===== src/mfp_params.svh =====
// Purpose: constants for the multi-function pin select block
// Assumes: included by its bare name, definitions only
// Notes:   register field positions follow the register image layout
`ifndef MFP_PARAMS_SVH
`define MFP_PARAMS_SVH

// ---------------------------------------------------------------
// register image layout
// ---------------------------------------------------------------
`define MFP_REG_W        5
`define MFP_GIO_MASK     5'h1d
`define MFP_GIO0_BIT     0
`define MFP_GIO2_BIT     2
`define MFP_GIO3_BIT     3
`define MFP_GIO4_BIT     4

// ---------------------------------------------------------------
// pin lanes (one per shared general i/o pin)
// ---------------------------------------------------------------
`define MFP_LANES        4
`define MFP_LANE_IO0     0
`define MFP_LANE_IO2     1
`define MFP_LANE_IO3     2
`define MFP_LANE_IO4     3

// ---------------------------------------------------------------
// reset values and strap encoding
// ---------------------------------------------------------------
`define MFP_GIO_EN_RST   5'h00
`define MFP_GIO_DATA_RST 5'h00
`define MFP_RDATA_RST    5'h00
`define MFP_LANE_RST     4'h0
`define MFP_FUNC_RST     1'h0
`define MFP_UNMASK_RST   1'h0
`define MFP_BIT_RST      1'h0
`define MFP_STRAP_RST    1'h0
`define MFP_STRAP_ISA    1'h0

`endif


===== src/mfp_pkg.sv =====
// Purpose: types and shared decode for the multi-function pin select
// Assumes: mfp_params.svh on the include path
// Notes:   strap level 1 selects the card bus, 0 selects isa
package mfp_pkg;
  `include "mfp_params.svh"

  // ---------------------------------------------------------------
  // pad direction modes
  // ---------------------------------------------------------------
  typedef enum logic [1:0]
  {
    MFP_PAD_IN  = 2'b00,
    MFP_PAD_OUT = 2'b01,
    MFP_PAD_OD  = 2'b10
  } mfp_pad_mode_e;

  // general i/o pin mode from strap and enable bit
  function automatic mfp_pad_mode_e mfp_gio_mode(input logic card_mode,
                                                 input logic enable);
    mfp_pad_mode_e m;
    m = MFP_PAD_IN;
    if (card_mode && enable)
    begin
      m = MFP_PAD_OUT;
    end
    return m;
  endfunction : mfp_gio_mode

  // register bit that belongs to a pin lane
  function automatic int unsigned mfp_lane_bit(input int unsigned lane);
    int unsigned b;
    b = `MFP_GIO0_BIT;
    case (lane)
      `MFP_LANE_IO2: b = `MFP_GIO2_BIT;
      `MFP_LANE_IO3: b = `MFP_GIO3_BIT;
      `MFP_LANE_IO4: b = `MFP_GIO4_BIT;
      default:       b = `MFP_GIO0_BIT;
    endcase
    return b;
  endfunction : mfp_lane_bit
endpackage : mfp_pkg


===== src/mfp_pad.sv =====
// Purpose: one shared pin driver: input, push-pull or open drain
// Assumes: mode and drive settle one cycle before the pin follows
// Notes:   output and enable come straight from flip-flops
`timescale 1ns/1ps
`default_nettype none
`include "mfp_params.svh"

module mfp_pad
(
  input  wire logic                  clock_i,
  input  wire logic                  arst_n_i,
  input  wire mfp_pkg::mfp_pad_mode_e mode_i,
  input  wire logic                  drive_i,
  output var  logic                  pin_o,
  output var  logic                  pin_oe_o
);

  logic pin_next;
  logic oe_next;

  // ---------------------------------------------------------------
  // direction decode
  // ---------------------------------------------------------------
  // open drain never drives high, so it only enables on a low
  always_comb
  begin
    pin_next = 1'b0;
    oe_next  = 1'b0;
    case (mode_i)
      mfp_pkg::MFP_PAD_OUT:
      begin
        pin_next = drive_i;                            // RULE2
        oe_next  = 1'b1;                               // RULE2
      end
      mfp_pkg::MFP_PAD_OD:
      begin
        pin_next = 1'b0;                               // RULE2
        oe_next  = ~drive_i;                           // RULE2
      end
      default:
      begin
        pin_next = 1'b0;                               // RULE2
        oe_next  = 1'b0;                               // RULE2
      end
    endcase
  end

  // registered drive, released to high impedance at reset
  always_ff @(posedge clock_i or negedge arst_n_i)
  begin
    if (!arst_n_i)
    begin
      pin_o    <= `MFP_BIT_RST;
      pin_oe_o <= `MFP_BIT_RST;
    end
    else
    begin
      pin_o    <= pin_next;
      pin_oe_o <= oe_next;
    end
  end

endmodule : mfp_pad

`default_nettype wire


===== src/mfp_pin_mux.sv =====
// Purpose: function select for five shared pins (isa or card bus)
// Assumes: all inputs synchronous to clock_i, register ports are
//          single-cycle write strobes with data
// Notes:   pins follow a register change one cycle after it lands
//
// Operation
// [RULE1] each pin's function comes from the bus strap plus its bits
// [RULE2] input is high impedance, output drives both, open drain pulls low
// [RULE3] data reads return the live pin level, not the written value
// [RULE4] written data and read-back data sit at separate locations
// [RULE5] io2 is the la19 input in isa mode, else enable picks direction
// [RULE6] data bit 2 reads back the io2 pin level always
// [RULE7] io3 is the sa16 input in isa mode, else enable picks direction
// [RULE8] data bit 3 reads back the io3 pin level always
// [RULE9] io4 is the la17 input in isa mode, else enable picks direction
// [RULE10] data bit 4 reads back the io4 pin level always
// [RULE11] io0 is the refresh input in isa mode, else enable picks direction
// [RULE12] data bit 0 reads back the io0 pin level always
// [RULE13] status pin is bale input in isa mode, otherwise always output
// [RULE14] function one with unmask zero keeps the status output deasserted
// [RULE15] writing unmask one lets wakeup reach the status output
// [RULE16] unmask clears by hardware when the wakeup bit clears
// [RULE17] function zero drives the status pin with inverted unmask
// [RULE18] unmask reads back the inverse of the status pin level
// [RULE19] written data bits sit in a latch that keeps driving outputs
`timescale 1ns/1ps
`default_nettype none
`include "mfp_params.svh"

module mfp_pin_mux
(
  input  wire logic                   clock_i,
  input  wire logic                   arst_n_i,
  input  wire logic                   host_bus_type_strap_i,
  input  wire logic                   general_io_enable_we_i,
  input  wire logic [`MFP_REG_W-1:0]  general_io_enable_wdata_i,
  input  wire logic                   general_io_data_we_i,
  input  wire logic [`MFP_REG_W-1:0]  general_io_data_wdata_i,
  input  wire logic                   pin_function_we_i,
  input  wire logic                   status_change_function_select_i,
  input  wire logic                   status_change_unmask_we_i,
  input  wire logic                   status_change_unmask_wdata_i,
  input  wire logic                   card_wakeup_i,
  input  wire logic [`MFP_LANES-1:0]  general_io_pin_i,
  input  wire logic                   status_change_pin_i,
  output var  logic [`MFP_REG_W-1:0]  general_io_enable_o,
  output var  logic [`MFP_REG_W-1:0]  general_io_data_bits_o,
  output var  logic                   status_change_function_select_o,
  output var  logic                   status_change_unmask_o,
  output var  logic [`MFP_LANES-1:0]  general_io_pin_o,
  output var  logic [`MFP_LANES-1:0]  general_io_pin_oe_o,
  output var  logic                   status_change_pin_o,
  output var  logic                   status_change_pin_oe_o,
  output var  logic                   isa_la19_o,
  output var  logic                   isa_sa16_o,
  output var  logic                   isa_la17_o,
  output var  logic                   isa_refresh_o,
  output var  logic                   isa_bale_o
);

  logic                  strap_reg;
  logic                  strap_next;
  logic [`MFP_REG_W-1:0] gio_en_reg;
  logic [`MFP_REG_W-1:0] gio_en_next;
  logic [`MFP_REG_W-1:0] gio_data_reg;
  logic [`MFP_REG_W-1:0] gio_data_next;
  logic                  func_sel_reg;
  logic                  func_sel_next;
  logic [`MFP_REG_W-1:0] rdata_next;
  logic                  unmask_rd_next;
  logic                  card_mode;
  logic [`MFP_LANES-1:0] isa_lane_next;
  logic                  isa_bale_next;
  mfp_pkg::mfp_pad_mode_e stschg_mode;
  logic                  stschg_drive;

  // ---------------------------------------------------------------
  // strap and configuration registers
  // ---------------------------------------------------------------
  // strap resets to isa so every shared pin starts high impedance
  always_comb
  begin
    strap_next    = host_bus_type_strap_i;
    gio_en_next   = gio_en_reg;
    gio_data_next = gio_data_reg;
    func_sel_next = func_sel_reg;
    if (general_io_enable_we_i)
    begin
      gio_en_next = general_io_enable_wdata_i & `MFP_GIO_MASK;
    end
    if (general_io_data_we_i)
    begin
      // output latch, never overwritten by the read-back path
      gio_data_next = general_io_data_wdata_i & `MFP_GIO_MASK; // RULE19
    end
    if (pin_function_we_i)
    begin
      func_sel_next = status_change_function_select_i;
    end
  end

  always_ff @(posedge clock_i or negedge arst_n_i)
  begin
    if (!arst_n_i)
    begin
      strap_reg    <= `MFP_STRAP_RST;
      gio_en_reg   <= `MFP_GIO_EN_RST;
      gio_data_reg <= `MFP_GIO_DATA_RST;
      func_sel_reg <= `MFP_FUNC_RST;
    end
    else
    begin
      strap_reg    <= strap_next;
      gio_en_reg   <= gio_en_next;
      gio_data_reg <= gio_data_next;
      func_sel_reg <= func_sel_next;
    end
  end

  assign card_mode = (strap_reg != `MFP_STRAP_ISA);       // RULE1

  // ---------------------------------------------------------------
  // general i/o pads
  // ---------------------------------------------------------------
  // isa mode forces input whatever the enable bits say
  for (genvar l = 0; l < `MFP_LANES; l++)
  begin : g_gio
    localparam int unsigned BIT = mfp_pkg::mfp_lane_bit(l);
    mfp_pad u_pad
    (
      .clock_i  (clock_i),
      .arst_n_i (arst_n_i),
      .mode_i   (mfp_pkg::mfp_gio_mode(card_mode,
                                       gio_en_reg[BIT])), // RULE1
      .drive_i  (gio_data_reg[BIT]),                       // RULE19
      .pin_o    (general_io_pin_o[l]),
      .pin_oe_o (general_io_pin_oe_o[l])
    );
  end

  // ---------------------------------------------------------------
  // status-change source and pad
  // ---------------------------------------------------------------
  mfp_stschg u_stschg
  (
    .clock_i        (clock_i),
    .arst_n_i       (arst_n_i),
    .card_mode_i    (card_mode),
    .func_sel_i     (func_sel_reg),
    .unmask_we_i    (status_change_unmask_we_i),
    .unmask_wdata_i (status_change_unmask_wdata_i),
    .wakeup_i       (card_wakeup_i),
    .mode_o         (stschg_mode),
    .drive_o        (stschg_drive)
  );

  mfp_pad u_stschg_pad
  (
    .clock_i  (clock_i),
    .arst_n_i (arst_n_i),
    .mode_i   (stschg_mode),
    .drive_i  (stschg_drive),
    .pin_o    (status_change_pin_o),
    .pin_oe_o (status_change_pin_oe_o)
  );

  // ---------------------------------------------------------------
  // read-back and isa function paths
  // ---------------------------------------------------------------
  // read-back samples the pin, so an externally driven pin may read
  // differently from the latch; bit 1 is not ours and reads zero
  always_comb
  begin
    rdata_next = `MFP_RDATA_RST;
    rdata_next[`MFP_GIO0_BIT] = general_io_pin_i[`MFP_LANE_IO0]; // RULE12
    rdata_next[`MFP_GIO2_BIT] = general_io_pin_i[`MFP_LANE_IO2]; // RULE6
    rdata_next[`MFP_GIO3_BIT] = general_io_pin_i[`MFP_LANE_IO3]; // RULE8
    rdata_next[`MFP_GIO4_BIT] = general_io_pin_i[`MFP_LANE_IO4]; // RULE10
    unmask_rd_next = ~status_change_pin_i;                    // RULE18
    isa_lane_next  = `MFP_LANE_RST;
    isa_bale_next  = 1'b0;
    if (!card_mode)
    begin
      isa_lane_next = general_io_pin_i;       // RULE5 RULE7 RULE9 RULE11
      isa_bale_next = status_change_pin_i;                    // RULE13
    end
  end

  // separate read and write locations for the data bits
  always_ff @(posedge clock_i or negedge arst_n_i)
  begin
    if (!arst_n_i)
    begin
      general_io_data_bits_o          <= `MFP_RDATA_RST;
      general_io_enable_o             <= `MFP_GIO_EN_RST;
      status_change_function_select_o <= `MFP_FUNC_RST;
      status_change_unmask_o          <= `MFP_BIT_RST;
      isa_la19_o                      <= `MFP_BIT_RST;
      isa_sa16_o                      <= `MFP_BIT_RST;
      isa_la17_o                      <= `MFP_BIT_RST;
      isa_refresh_o                   <= `MFP_BIT_RST;
      isa_bale_o                      <= `MFP_BIT_RST;
    end
    else
    begin
      general_io_data_bits_o          <= rdata_next;          // RULE3 RULE4
      general_io_enable_o             <= gio_en_next;
      status_change_function_select_o <= func_sel_next;
      status_change_unmask_o          <= unmask_rd_next;
      isa_la19_o                      <= isa_lane_next[`MFP_LANE_IO2];
      isa_sa16_o                      <= isa_lane_next[`MFP_LANE_IO3];
      isa_la17_o                      <= isa_lane_next[`MFP_LANE_IO4];
      isa_refresh_o                   <= isa_lane_next[`MFP_LANE_IO0];
      isa_bale_o                      <= isa_bale_next;
    end
  end
endmodule : mfp_pin_mux

`default_nettype wire


===== src/mfp_stschg.sv =====
// Purpose: status-change source and its unmask latch
// Assumes: wakeup level is synchronous to clock_i
// Notes:   a firmware write in the same cycle as a wakeup clear wins
`timescale 1ns/1ps
`default_nettype none
`include "mfp_params.svh"

module mfp_stschg
(
  input  wire logic                   clock_i,
  input  wire logic                   arst_n_i,
  input  wire logic                   card_mode_i,
  input  wire logic                   func_sel_i,
  input  wire logic                   unmask_we_i,
  input  wire logic                   unmask_wdata_i,
  input  wire logic                   wakeup_i,
  output var  mfp_pkg::mfp_pad_mode_e mode_o,
  output var  logic                   drive_o
);

  logic unmask_reg;
  logic unmask_next;
  logic wakeup_d_reg;
  logic wakeup_fall;

  // ---------------------------------------------------------------
  // unmask latch
  // ---------------------------------------------------------------
  // a falling wakeup re-arms the mask for the next use
  always_comb
  begin
    wakeup_fall = wakeup_d_reg & ~wakeup_i;
    unmask_next = unmask_reg;
    if (unmask_we_i)
    begin
      unmask_next = unmask_wdata_i;                    // RULE15
    end
    else if (wakeup_fall)
    begin
      unmask_next = 1'b0;                              // RULE16
    end
  end

  always_ff @(posedge clock_i or negedge arst_n_i)
  begin
    if (!arst_n_i)
    begin
      unmask_reg   <= `MFP_UNMASK_RST;
      wakeup_d_reg <= `MFP_BIT_RST;
    end
    else
    begin
      unmask_reg   <= unmask_next;
      wakeup_d_reg <= wakeup_i;
    end
  end

  // ---------------------------------------------------------------
  // pin source select
  // ---------------------------------------------------------------
  always_comb
  begin
    mode_o  = mfp_pkg::MFP_PAD_IN;                     // RULE13
    drive_o = 1'b0;
    if (card_mode_i)
    begin
      mode_o = mfp_pkg::MFP_PAD_OUT;                   // RULE13
      if (func_sel_i)
      begin
        drive_o = unmask_reg & wakeup_i;               // RULE14
      end
      else
      begin
        drive_o = ~unmask_reg;                         // RULE17
      end
    end
  end
endmodule : mfp_stschg

`default_nettype wire


===== config.mk =====
export PLATFORM = sky130hd
export DESIGN_NAME = mfp_pin_mux
export DESIGN_NICKNAME = d
export VERILOG_FILES = /design/src/mfp_pkg.sv /design/src/mfp_pad.sv /design/src/mfp_pin_mux.sv /design/src/mfp_stschg.sv
export VERILOG_INCLUDE_DIRS = /design/src
export SDC_FILE = /design/constraint.sdc
export NUM_CORES = 1
export LEC_CHECK = 0
export ABC_AREA = 1
export BUFFER_PORTS_ARGS = -buffer_cell sky130_fd_sc_hd__buf_2
export CORE_MARGIN = 1
export CORE_UTILIZATION = 35
export CTS_CLUSTER_SIZE = 10
export DETAILED_ROUTE_END_ITERATION = 7
export SYNTH_ARGS = -nofsm -noshare
export SYNTH_HDL_FRONTEND = slang
export SYNTH_SLANG_ARGS = --single-unit

===== constraint.sdc =====
create_clock -name clock_i -period 1 [get_ports clock_i]
set_input_delay 0.2 -clock clock_i [delete_from_list [all_inputs] [get_ports clock_i]]
set_output_delay 0.2 -clock clock_i [all_outputs]
set_load 0.05 [all_outputs]

# --- Word-level counts from Yosys, hierarchy flattened ---
# Index checks and enable logic that the tools add are counted.
totals:
  word_cells: 69
  in_bits: 25
  reg_bits: 32
  output_inout_bits: 27
op_classes:
  reduce_logical: 5
  mux: 21
  eq_ne: 10
  bitwise_logic: 10
ops:
  columns: ["operator", "n"]
  rows:
  - ["1-bit two-way mux", 15]
  - ["1-bit by 2-bit == test with 1-bit output, second input constant", 5]
  - ["1-bit case mux with 2 select lines", 5]
  - ["1-bit inverter", 8]
  - ["1-bit == test, second input constant", 5]
  - ["1-bit logical AND", 4]
  - ["4-bit two-way mux", 1]
  - ["1-bit AND", 2]
  - ["2-bit nonzero test", 1]

# --- Logic depth before layout (Yosys ltp) ---
# Gate-level depths: netlist of run 1.
depth:
  depth_word: 5
  ltp_mapped: 4

# --- Modules after synthesis ---
# A second synthesis of run 1 with hierarchy kept.
unflattened:
  cells_unflattened: 149
  area_unflattened_um2: 1372.6
by_module_without_submodules:
  columns: ["mod", "n_inst", "seq_area_each_um2", "area_per_inst_um2", "cells_each"]
  rows:
  - ["mfp_pin_mux", 1, 500.5, 706.9, 72]
  - ["mfp_pad", 5, 50.0, 110.1, 12]
  - ["mfp_stschg", 1, 50.0, 115.1, 17]

# --- Least setup slack after synthesis of run 1 ---
# No wires, ideal clock.
synth_path:
  kind: "register to register"
  startpoint: "register status_change_function_select_o (netlist name)"
  endpoint: "register u_stschg_pad.pin_o"
  required_ns: 0.882
  arrival_time_ns: 0.886
  path_slack_ns: -0.004
  setup_ns: 0.118
  path_stages_with_launch: 4
  cell_sequence: "dfrtp_1 inv_1 a21oi_1 nor2_1"
synth_lines:
  columns: ["item", "line", "text"]
  rows:
  - ["end signal: assignment", "mfp_pad.sv:53", "pin_o <= `MFP_BIT_RST;"]
  - ["end signal: assignment", "mfp_pad.sv:58", "pin_o <= pin_next;"]
  - ["end: declaration", "mfp_pad.sv:14", "output var logic pin_o,"]

# --- Final worst setup path of run 1 ---
layout_path:
  startpoint: "register general_io_enable_o[3]"
  endpoint: "output general_io_enable_o[3]"
layout_lines:
  columns: ["item", "line", "text"]
  rows:
  - ["start: declaration", "mfp_pin_mux.sv:46", "output var logic [`MFP_REG_W-1:0] general_io_enable_o,"]
  - ["start signal: assignment", "mfp_pin_mux.sv:195", "general_io_enable_o <= `MFP_GIO_EN_RST;"]
  - ["start signal: assignment", "mfp_pin_mux.sv:207", "general_io_enable_o <= gio_en_next;"]
# No word-level cell between the ends.

==> run_results.csv, run 1 <==
group,metric,value,unit
cells_and_area,multi_input_area,170,um^2
worst_setup_path,slowest_delay,410,ps
synth,synth_most_common_cell,"dfrtp_1",
sta,rsz0062_at_grt,"true",
cells_and_area,fillers,268,
pwr,power_density,1810,nW/um^2
place,dp_cells,186,
floorplan,die_h,58.8,um
floorplan,num_rows,20,
floorplan,top_level_ports,52,
drt,drc,0,
worst_setup_path,worstPathMaxFanout,2,
run,maxCapViolations,0,
clock_tree,h-tree-depth,2,
clock_tree,clk_pin_slew,100,ps
global_route,antenna_found_initial,0,
worst_setup_path,critPathTopFamily,"flip-flops",
worst_setup_path,reg2regPathDepth,2,
clock_tree,clock_path_buffers,2,
synth,yosys.area.top_type,"dfrtp_1",
worst_setup_path,critPathKind,"flip-flop to output port",
run_status,violations,"negative setup slack",
global_route,grt_pass1_wl,3.42,mm
floorplan,dieWidth,58.8,um
sta,tns,-1620,ps
worst_setup_path,cp-end-kind,"output port",
global_route,grt_max_degree,33,
sta,timing.fmax,911,MHz
synth,netlist_area,1130,um^2
sta,setup_viol,25,
place,finalWeightedCongestion,0.685,
synth,synth_top_area_share,71.0,%
cells_and_area,final-instance-count-excl-fill,206,
clock_tree,cts_buffers,5,
worst_setup_path,cp-startpoint,"general_io_enable_o[3]$_DFFE_PN0P_",
pwr,leakagePower,0.944,nW
sta,hold_viol_final,0,
drt,num_vias,819,
sta,setup_ws,-98.0,ps
sta,timing.final.crit_share,110,%
synth,ys_seq_elements,32,
run_status,status,"finished with violations",
cells_and_area,areaGrowthSynthToFinish,52.3,%
cells_and_area,seq_area,802,um^2
synth,avgSynthCellArea,10.9,um^2
place,dpl.hpwl,1.34,mm
worst_setup_path,crit_required,800,ps
pwr,power,0.00311,W
synth,synth_cell_types,9,
cells_and_area,n_antenna_cell,0,
drt,wirelength,2.14,mm
cells_and_area,layout-drive-gt1-share,37.7,%
synth,synth_warnings,0,
clock_tree,cts_tree,"yes",
floorplan,core,3050,um^2
cells_and_area,fin_util,56.3,%
sta,final.min_clock_period,1100,ps
min_path,hold_depth,3,
floorplan,initial_core_util,37.0,%
drt,drt_iter0_markers,26,
global_route,gr-total-overflow,0,
synth,synth_commonest_cells,"32 x dfrtp_1, 20 x inv_1, 19 x nand2_1",
sta,slew_viol_final,0,
synth,synth_edf_count,0,
global_route,grt_pass1_vias,814,
worst_setup_path,r2r-start,"card_mode$_DFF_PN0_",
clock_tree,cts_root_buffer,"clkbuf_4",
worst_setup_path,cp.arrival,900,ps
cells_and_area,layout.nets,186,
clock_tree,clkLatencyLatePin,330,ps
clock_tree,clock_sinks,32,
worst_setup_path,path_buf_inv,1,
synth,yosys-top-cells-area,"dfrtp_1 71%, buf_4 6.7%, inv_1 6.7%",
worst_setup_path,critPathSlowestCell,"dfrtp_1",
worst_setup_path,cp.depth,1,
place,io_buffers,47,
synth,syn_inst,104,
place,pre_cts_slack,93.7,ps
floorplan,die_area,3460,um^2
worst_setup_path,crit_chain,"buf_6",
drt,wire_per_inst,10.4,um
global_route,gr-usage-all-layers,14.1,%
min_path,min_path_type,"input pin to flip-flop",
drt,drt-pass1-iter-count,4,
min_path,hp-start,"general_io_data_wdata_i[4]",
drt,drtAntennaViolNets,0,
synth,yosysSeqAreaShare,71.0,%
drt,via_per_inst,3.98,
synth,synth_flop_cell,"dfrtp_1",
synth,async_flop_share,100,%
sta,fin_skew,10.6,ps
pwr,vdd_drop_max,1.01,mV
worst_setup_path,critPathLaunchType,"flip-flop",
-- cells in the final DEF, fill, tap and decap left out --
cell,synthesis,layout
clkbuf_8,0,2
buf_2,0,22
o21ai_0,9,9
dfrtp_1,32,31
bufinv_16,0,1
nor2_1,11,11
conb_1,1,2
clkbuf_4,0,5
dfrtp_2,0,1
buf_6,1,25
inv_1,20,20
buf_12,0,1
nand2_1,19,19
buf_4,10,4
dlygate4sd3_1,0,8
a21oi_1,1,1
-- path summary, 6_finish.rpt --
| kind | endpoint | slack, ps |
|---|---|---|
| max in group asynchronous | status_change_function_select_o$_DFFE_PN0P_ | 460 |
| hold reg to reg | g_gio[1].u_pad.pin_o$_DFF_PN0_ | 500 |
| min in group asynchronous | gio_data_reg[0]$_DFFE_PN0P_ | 350 |
| setup / recovery | general_io_enable_o[3] | -100 |
| setup reg to reg | g_gio[0].u_pad.pin_o$_DFF_PN0_ | 110 |
| hold / removal | gio_data_reg[4]$_DFFE_PN0P_ | 70 |
-- cell families (layout without fill, tap and decap cells) --
kind of cell           Yosys count  after routing  share of synthesized area (%)
AOI/OAI and AO/OA               10             10                           4.43
buffers and inverters           31             88                           14.3
other                            1              2                          0.332
DFF                             32             32                           71.0
and+or+nand+nor                 30             30                           9.98
-- final cells by class --
| cell class | instances | share of cell area (%) |
|---|---|---|
| Clock buffer | 7 | 3.78 |
| Clock inverter | 1 | 1.75 |
| Inverter | 20 | 4.37 |
| Multi-Input combinational cell | 42 | 9.90 |
| Sequential cell | 32 | 46.7 |
| Tap cell | 44 | 3.20 |
| Timing Repair Buffer | 60 | 30.3 |
-- through the flow --
stage                     cell area (um^2)  hold WS (ps)
after floorplan                       1130         -95.6
after global placement                1360           161
after detailed placement              1360           167
after CTS                             1700          3.27
after global routing                  1720          49.9
final                                 1720          74.0
-- worst register-to-register path, cell delays in order, from the launching register on --
cell	delay (ps)
dfrtp_1	570
nand2_1	140
nor2_1	120
-- power breakdown --
| group | switching (W) | internal (W) | total [W] |
|---|---|---|---|
| Clock | 0.000423 | 0.000664 | 0.00109 |
| Combinational | 0.000373 | 0.000225 | 0.000598 |
| Sequential | 0.0000469 | 0.00138 | 0.00142 |
-- routing by layer --
| metal | track usage, % | part of all wire, % |
|---|---|---|
| met5 | 0 | 0 |
| met4 | 7.82 | 2.2 |
| met3 | 6.81 | 5.9 |
| met2 | 24.2 | 52 |
| met1 | 14.0 | 39 |
-- timing repair --
action / 4_1_cts / 5_1_grt
setup buffers: 4 / 0
hold endpoints to repair: 37 / 2
setup endpoints to repair: 25 / 25
hold buffers: 6 / 2
pin swaps: 0 / 0
gates resized for setup: 50 / 0
Power figures use the tool's default switching activity.
==> run 2, diff against run 1 <==
==> constraint.sdc (replaced) <==
create_clock -name clock_i -period 1 [get_ports clock_i]
set_input_delay 0.05 -clock clock_i [delete_from_list [all_inputs] [get_ports clock_i]]
set_output_delay 0.05 -clock clock_i [all_outputs]
set_load 0.05 [all_outputs]
==> run 2 against run 1 <==
Net effect:
- the run now ends clean
- worst setup slack better by 140 ps
- core utilization down 0.86 points
- non-clock buffer count up 13
- clock power down 40%
- sequential power about the same
- cell count up 5.8%
- global-route usage down 0.82 points
- clock-buffer cell count down 1
- die area unchanged
- critical path depth unchanged
- combinational power down 2%
- routed wire length up 1.5%
- largest cell class unchanged
==> run_results.csv, run 2 (same netlist as run 1, synthesis figures left out) <==
group,metric,value,unit
drt,drt-pass1-iter-count,4,
place,postPlaceCellArea,1360,um^2
place,finalWeightedCongestion,0.716,
cells_and_area,n_antenna_cell,0,
place,dpl.hpwl,1.35,mm
worst_setup_path,cp-end-kind,"output port",
sta,timing.final.crit_share,95.9,%
worst_setup_path,critPathTopFamily,"flip-flops",
cells_and_area,areaGrowthSynthToFinish,50.0,%
floorplan,die_h,58.8,um
clock_tree,clk_pin_slew,90,ps
worst_setup_path,critPathKind,"flip-flop to output port",
global_route,gr-total-overflow,0,
sta,tns,0,ps
global_route,grt_pass1_wl,3.27,mm
worst_setup_path,slowest_delay,380,ps
worst_setup_path,cp.arrival,910,ps
cells_and_area,final_cell_area,1690,um^2
global_route,grt_max_degree,33,
clock_tree,cts_tree,"yes",
clock_tree,clock_sinks,32,
sta,timing.fmax,1040,MHz
place,dp_cells,186,
cells_and_area,final-instance-count-excl-fill,218,
sta,final.min_clock_period,959,ps
global_route,grt_pass1_vias,789,
floorplan,num_rows,20,
clock_tree,h-tree-depth,2,
cells_and_area,layout_common_cells,"33 x buf_2, 31 x dfrtp_1, 22 x dlygate4sd3_1, 20 x inv_1, 19 x nand2_1",
floorplan,initial_core_util,37.0,%
run,maxCapViolations,0,
place,io_buffers,47,
global_route,gr-usage-all-layers,13.3,%
sta,hold_viol_final,0,
clock_tree,cts_root_buffer,"clkbuf_4",
drt,wirelength,2.17,mm
pwr,power_density,1570,nW/um^2
pwr,vdd_drop_max,0.625,mV
cells_and_area,final_common_cell,"buf_2",
drt,drtAntennaViolNets,0,
drt,drt_iter0_markers,20,
worst_setup_path,path_buf_inv,1,
drt,via_per_inst,3.99,
worst_setup_path,worstPathMaxFanout,1,
global_route,antenna_found_initial,0,
drt,num_vias,869,
clock_tree,clock_path_buffers,2,
pwr,leakagePower,0.944,nW
clock_tree,clkLatencyLatePin,320,ps
sta,rsz0062_at_grt,"false",
sta,setup_viol,0,
cells_and_area,layout-drive-gt1-share,33.3,%
floorplan,dieWidth,58.8,um
floorplan,top_level_ports,52,
sta,setup_ws,41.0,ps
place,pre_cts_slack,147,ps
drt,wire_per_inst,9.96,um
sta,slew_viol_final,0,
floorplan,core,3050,um^2
clock_tree,cts_buffers,5,
min_path,min_path_type,"input pin to async pin",
sta,fin_skew,8.09,ps
worst_setup_path,critPathSlowestCell,"dfrtp_1",
cells_and_area,layout.nets,199,
run_status,status,"completed",
worst_setup_path,crit_chain,"clkbuf_4",
drt,drc,0,
cells_and_area,fillers,292,
worst_setup_path,crit_required,950,ps
worst_setup_path,critPathLaunchType,"flip-flop",
floorplan,die_area,3460,um^2
[run 2: final cells by class]
class	instances	area (um^2)	area share, %
clock inverter	1	5.00	0.296
timing repair buffer	73	544	32.2
tap	44	55.1	3.25
multi-input combinational	42	170	10.1
sequential	32	802	47.4
clock buffer	6	41.3	2.44
inverter	20	75.1	4.43
[run 2: worst register-to-register path, stage by stage, from the launching register on]
cell	delay, ps
dfrtp_1	560
nand2_1	130
nor2_1	110
[run 2: worst paths after layout]
check                                                    start                                     endpoint  slack (ps)  depth (start not counted)
worst max-delay path            g_gio[2].u_pad.pin_o$_DFF_PN0_                          general_io_pin_o[2]          40                          1
worst min-delay path                                  arst_n_i            g_gio[1].u_pad.pin_oe_o$_DFF_PN0_         200                          3
worst max register to register             card_mode$_DFF_PN0_               g_gio[0].u_pad.pin_o$_DFF_PN0_         140                          2
worst min register to register     gio_data_reg[4]$_DFFE_PN0P_               g_gio[3].u_pad.pin_o$_DFF_PN0_         490                          2
max in group asynchronous                             arst_n_i  status_change_function_select_o$_DFFE_PN0P_         620                          3
min in group clock_i                     host_bus_type_strap_i                          card_mode$_DFF_PN0_         370                          2
[run 2: per-layer routing]
layer	GRT usage, %	share of wire, %	wire length (um)
met1	14.6	40	873
met2	21.4	51	1100
met3	5.49	5.1	111
met4	8.16	3.9	85
met5	0	0	0
[run 2: repair_timing]
| action | 4_1_cts | 5_1_grt |
|---|---|---|
| hold buffers | 21 | 1 |
| endpoints found under the setup margin | 5 | 14 |
| hold endpoints to repair | 55 | 1 |
| gates cloned | 0 | 0 |
| setup buffers | 0 | 3 |
| gates resized for setup | 5 | 12 |
[run 2: stage by stage]
step / total power, W / utilization, % / hold slack (ps)
final: 0.00265 / 55.5 / 198
after global routing: 0.00279 / 55.5 / 215
after CTS: 0.00265 / 53.3 / 2.16
after detailed placement: 0.00191 / 44.5 / 16.2
after global placement: 0.00190 / 44.5 / 12.0
after floorplan: 0.00178 / - / -246
[run 2: report_power, final]
group	switching [W]	total (W)	internal (W)
logic	0.000378	0.000584	0.000207
clock network	0.000394	0.000653	0.000259
registers	0.0000380	0.00141	0.00138
==> run 3, diff against run 2 <==
CTS_BUF_LIST = sky130_fd_sc_hd__clkbuf_8   (was default)
GPL_TIMING_DRIVEN = 0   (was default)
MAX_ROUTING_LAYER = met4   (was default)
==> run 3 against run 2 <==
Net effect:
- die area unchanged
- combinational power increased by 0.7%
- clock-buffer cell count decreased by 1
- sequential share of layout area decreased by 2.1 points
- hold slack got worse by 190 ps
- total power increased by 20%
- maximum frequency about the same
- routed wire length decreased by 2.3%
- first-iteration DRC count increased by 5.0%
- global-route usage increased by 0.16 points
- flip-flop and latch count unchanged
- sequential power about the same
- largest power group unchanged
==> run_results.csv, run 3 (same netlist as run 1, synthesis figures left out) <==
group,metric,value,unit
sta,setup_viol,0,
worst_setup_path,crit_required,950,ps
clock_tree,clock_sinks,32,
worst_setup_path,regToRegSetupSlack,220,ps
clock_tree,clkLatencyLatePin,270,ps
worst_setup_path,crit_end,"general_io_enable_o[2]",
worst_setup_path,cp.depth,1,
global_route,gr-usage-all-layers,13.5,%
sta,tns,0,ps
sta,final.min_clock_period,958,ps
sta,fin_hold_ws,5.42,ps
global_route,antenna_found_initial,0,
worst_setup_path,critPathTopFamily,"flip-flops",
place,finalWeightedCongestion,0.710,
cells_and_area,fillers,268,
worst_setup_path,crit_chain,"buf_2",
place,io_buffers,47,
floorplan,top_level_ports,52,
worst_setup_path,r2r-start,"card_mode$_DFF_PN0_",
global_route,gr-total-overflow,0,
pwr,clkPwrFrac,37.3,%
floorplan,initial_core_util,37.0,%
worst_setup_path,critPathSlowestCell,"dfrtp_1",
clock_tree,cts_buffers,5,
drt,drt_iter0_markers,21,
sta,timing.fmax,1040,MHz
cells_and_area,layout-drive-gt1-share,37.6,%
clock_tree,clock_path_buffers,2,
sta,slew_viol_final,0,
global_route,grt_pass1_wl,3.19,mm
worst_setup_path,slowest_delay,370,ps
worst_setup_path,cp-startpoint,"general_io_enable_o[2]$_DFFE_PN0P_",
pwr,vdd_drop_max,0.890,mV
pwr,leakagePower,0.990,nW
cells_and_area,n_antenna_cell,0,
global_route,grt_max_degree,33,
drt,wire_per_inst,9.55,um
worst_setup_path,cp-end-kind,"output port",
worst_setup_path,critPathKind,"flip-flop to output port",
sta,rsz0062_at_grt,"false",
run_status,status,"completed",
floorplan,die_area,3460,um^2
cells_and_area,layout.nets,202,
worst_setup_path,cp.arrival,910,ps
pwr,p_switching,0.000866,W
pwr,power_density,1800,nW/um^2
place,postPlaceCellArea,1420,um^2
cells_and_area,areaGrowthSynthToFinish,57.1,%
clock_tree,cts_tree,"yes",
sta,fin_skew,4.18,ps
floorplan,num_rows,20,
floorplan,die_h,58.8,um
worst_setup_path,critPathLaunchType,"flip-flop",
pwr,power_frac_comb,18.5,%
place,dpl.hpwl,1.36,mm
clock_tree,clk_pin_slew,60,ps
worst_setup_path,reg2regPathDepth,3,
pwr,p_seq_share,44.2,%
drt,via_per_inst,3.87,
worst_setup_path,path_buf_inv,1,
drt,drt-pass1-iter-count,4,
clock_tree,h-tree-depth,2,
drt,drc,0,
place,dp_cells,196,
drt,num_vias,859,
worst_setup_path,worstPathMaxFanout,3,
pwr,p_sw_share,27.2,%
run,maxCapViolations,0,
drt,wirelength,2.12,mm
sta,timing.final.crit_share,95.8,%
clock_tree,cts_root_buffer,"clkbuf_8",
cells_and_area,final-instance-count-excl-fill,222,
pwr,p_int,0.00232,W
cells_and_area,layout_common_cells,"36 x buf_2, 31 x dfrtp_1, 20 x inv_1, 19 x nand2_1, 18 x dlygate4sd3_1",
min_path,min_path_type,"input pin to flip-flop",
sta,hold_viol_final,0,
cells_and_area,final_cell_area,1770,um^2
floorplan,dieWidth,58.8,um
cells_and_area,final_common_cell,"buf_2",
global_route,grt_pass1_vias,803,
worst_setup_path,rr_endpoint,"g_gio[0].u_pad.pin_o$_DFF_PN0_",
floorplan,core,3050,um^2
drt,drtAntennaViolNets,0,
run 3: cell count changes in the layout (fill, tap and decap cells not counted), moves of 3 or more:
cell / before / now
buf_6: 3 / 9
dlygate4sd3_1: 22 / 18
clkbuf_4: 14 / 3
clkbuf_8: 0 / 5
buf_2: 33 / 36
buf_4: 5 / 10
run 3: worst min-delay path by stage:
stage	start	end	slack [ps]	cells past startpoint
final	general_io_data_wdata_i[0]	gio_data_reg[0]$_DFFE_PN0P_	5	3
after global routing	general_io_enable_wdata_i[2]	general_io_enable_o[2]$_DFFE_PN0P_	10	3
after CTS	general_io_data_wdata_i[0]	gio_data_reg[0]$_DFFE_PN0P_	4	3
after detailed placement	arst_n_i	g_gio[0].u_pad.pin_oe_o$_DFF_PN0_	130	1
after global placement	arst_n_i	g_gio[1].u_pad.pin_oe_o$_DFF_PN0_	120	1
after floorplan	arst_n_i	card_mode$_DFF_PN0_	-250	0
run 3: area by class of cell:
| class | instances | area [um^2] | share of cell area (%) |
|---|---|---|---|
| Buffer | 11 | 86.3 | 4.87 |
| Clock buffer | 5 | 68.8 | 3.88 |
| Clock inverter | 3 | 42.5 | 2.40 |
| Inverter | 20 | 75.1 | 4.23 |
| Multi-Input combinational cell | 42 | 170 | 9.60 |
| Sequential cell | 32 | 802 | 45.2 |
| Tap cell | 44 | 55.1 | 3.11 |
| Timing Repair Buffer | 65 | 473 | 26.7 |
run 3: stage by stage:
stage               total power (W)  setup WS (ps)  util (%)
global route                0.00333           5.64      58.1
CTS                         0.00320           5.02      57.0
floorplan                   0.00178           97.7         -
detailed placement          0.00194            241      46.6
global placement            0.00193            251      46.6
finish                      0.00319           41.7      58.1
run 3: what timing repair did:
action	4_1_cts	5_1_grt
buffers inserted	0	0
endpoints found under the hold margin	52	0
endpoints found under the setup margin	8	10
gates resized for setup	9	10
pin swaps	0	0
hold buffers	18	0
run 3: power by group through the flow:
stage | clock network (W) | registers (W) | logic, W
detailed placement | 0 | 0.00144 | 0.000505
CTS | 0.00122 | 0.00141 | 0.000572
global route | 0.00128 | 0.00142 | 0.000631
finish | 0.00119 | 0.00141 | 0.000588
floorplan | 0 | 0.00159 | 0.000188
global placement | 0 | 0.00143 | 0.000497
run 3: per-layer routing:
metal	GRT usage [%]	vias to the layer above	wire length (um)
li1	-	434	-
met1	12.7	390	832
met2	22.4	29	1120
met3	4.62	6	97
met4	10.2	0	68
met5	-	-	0
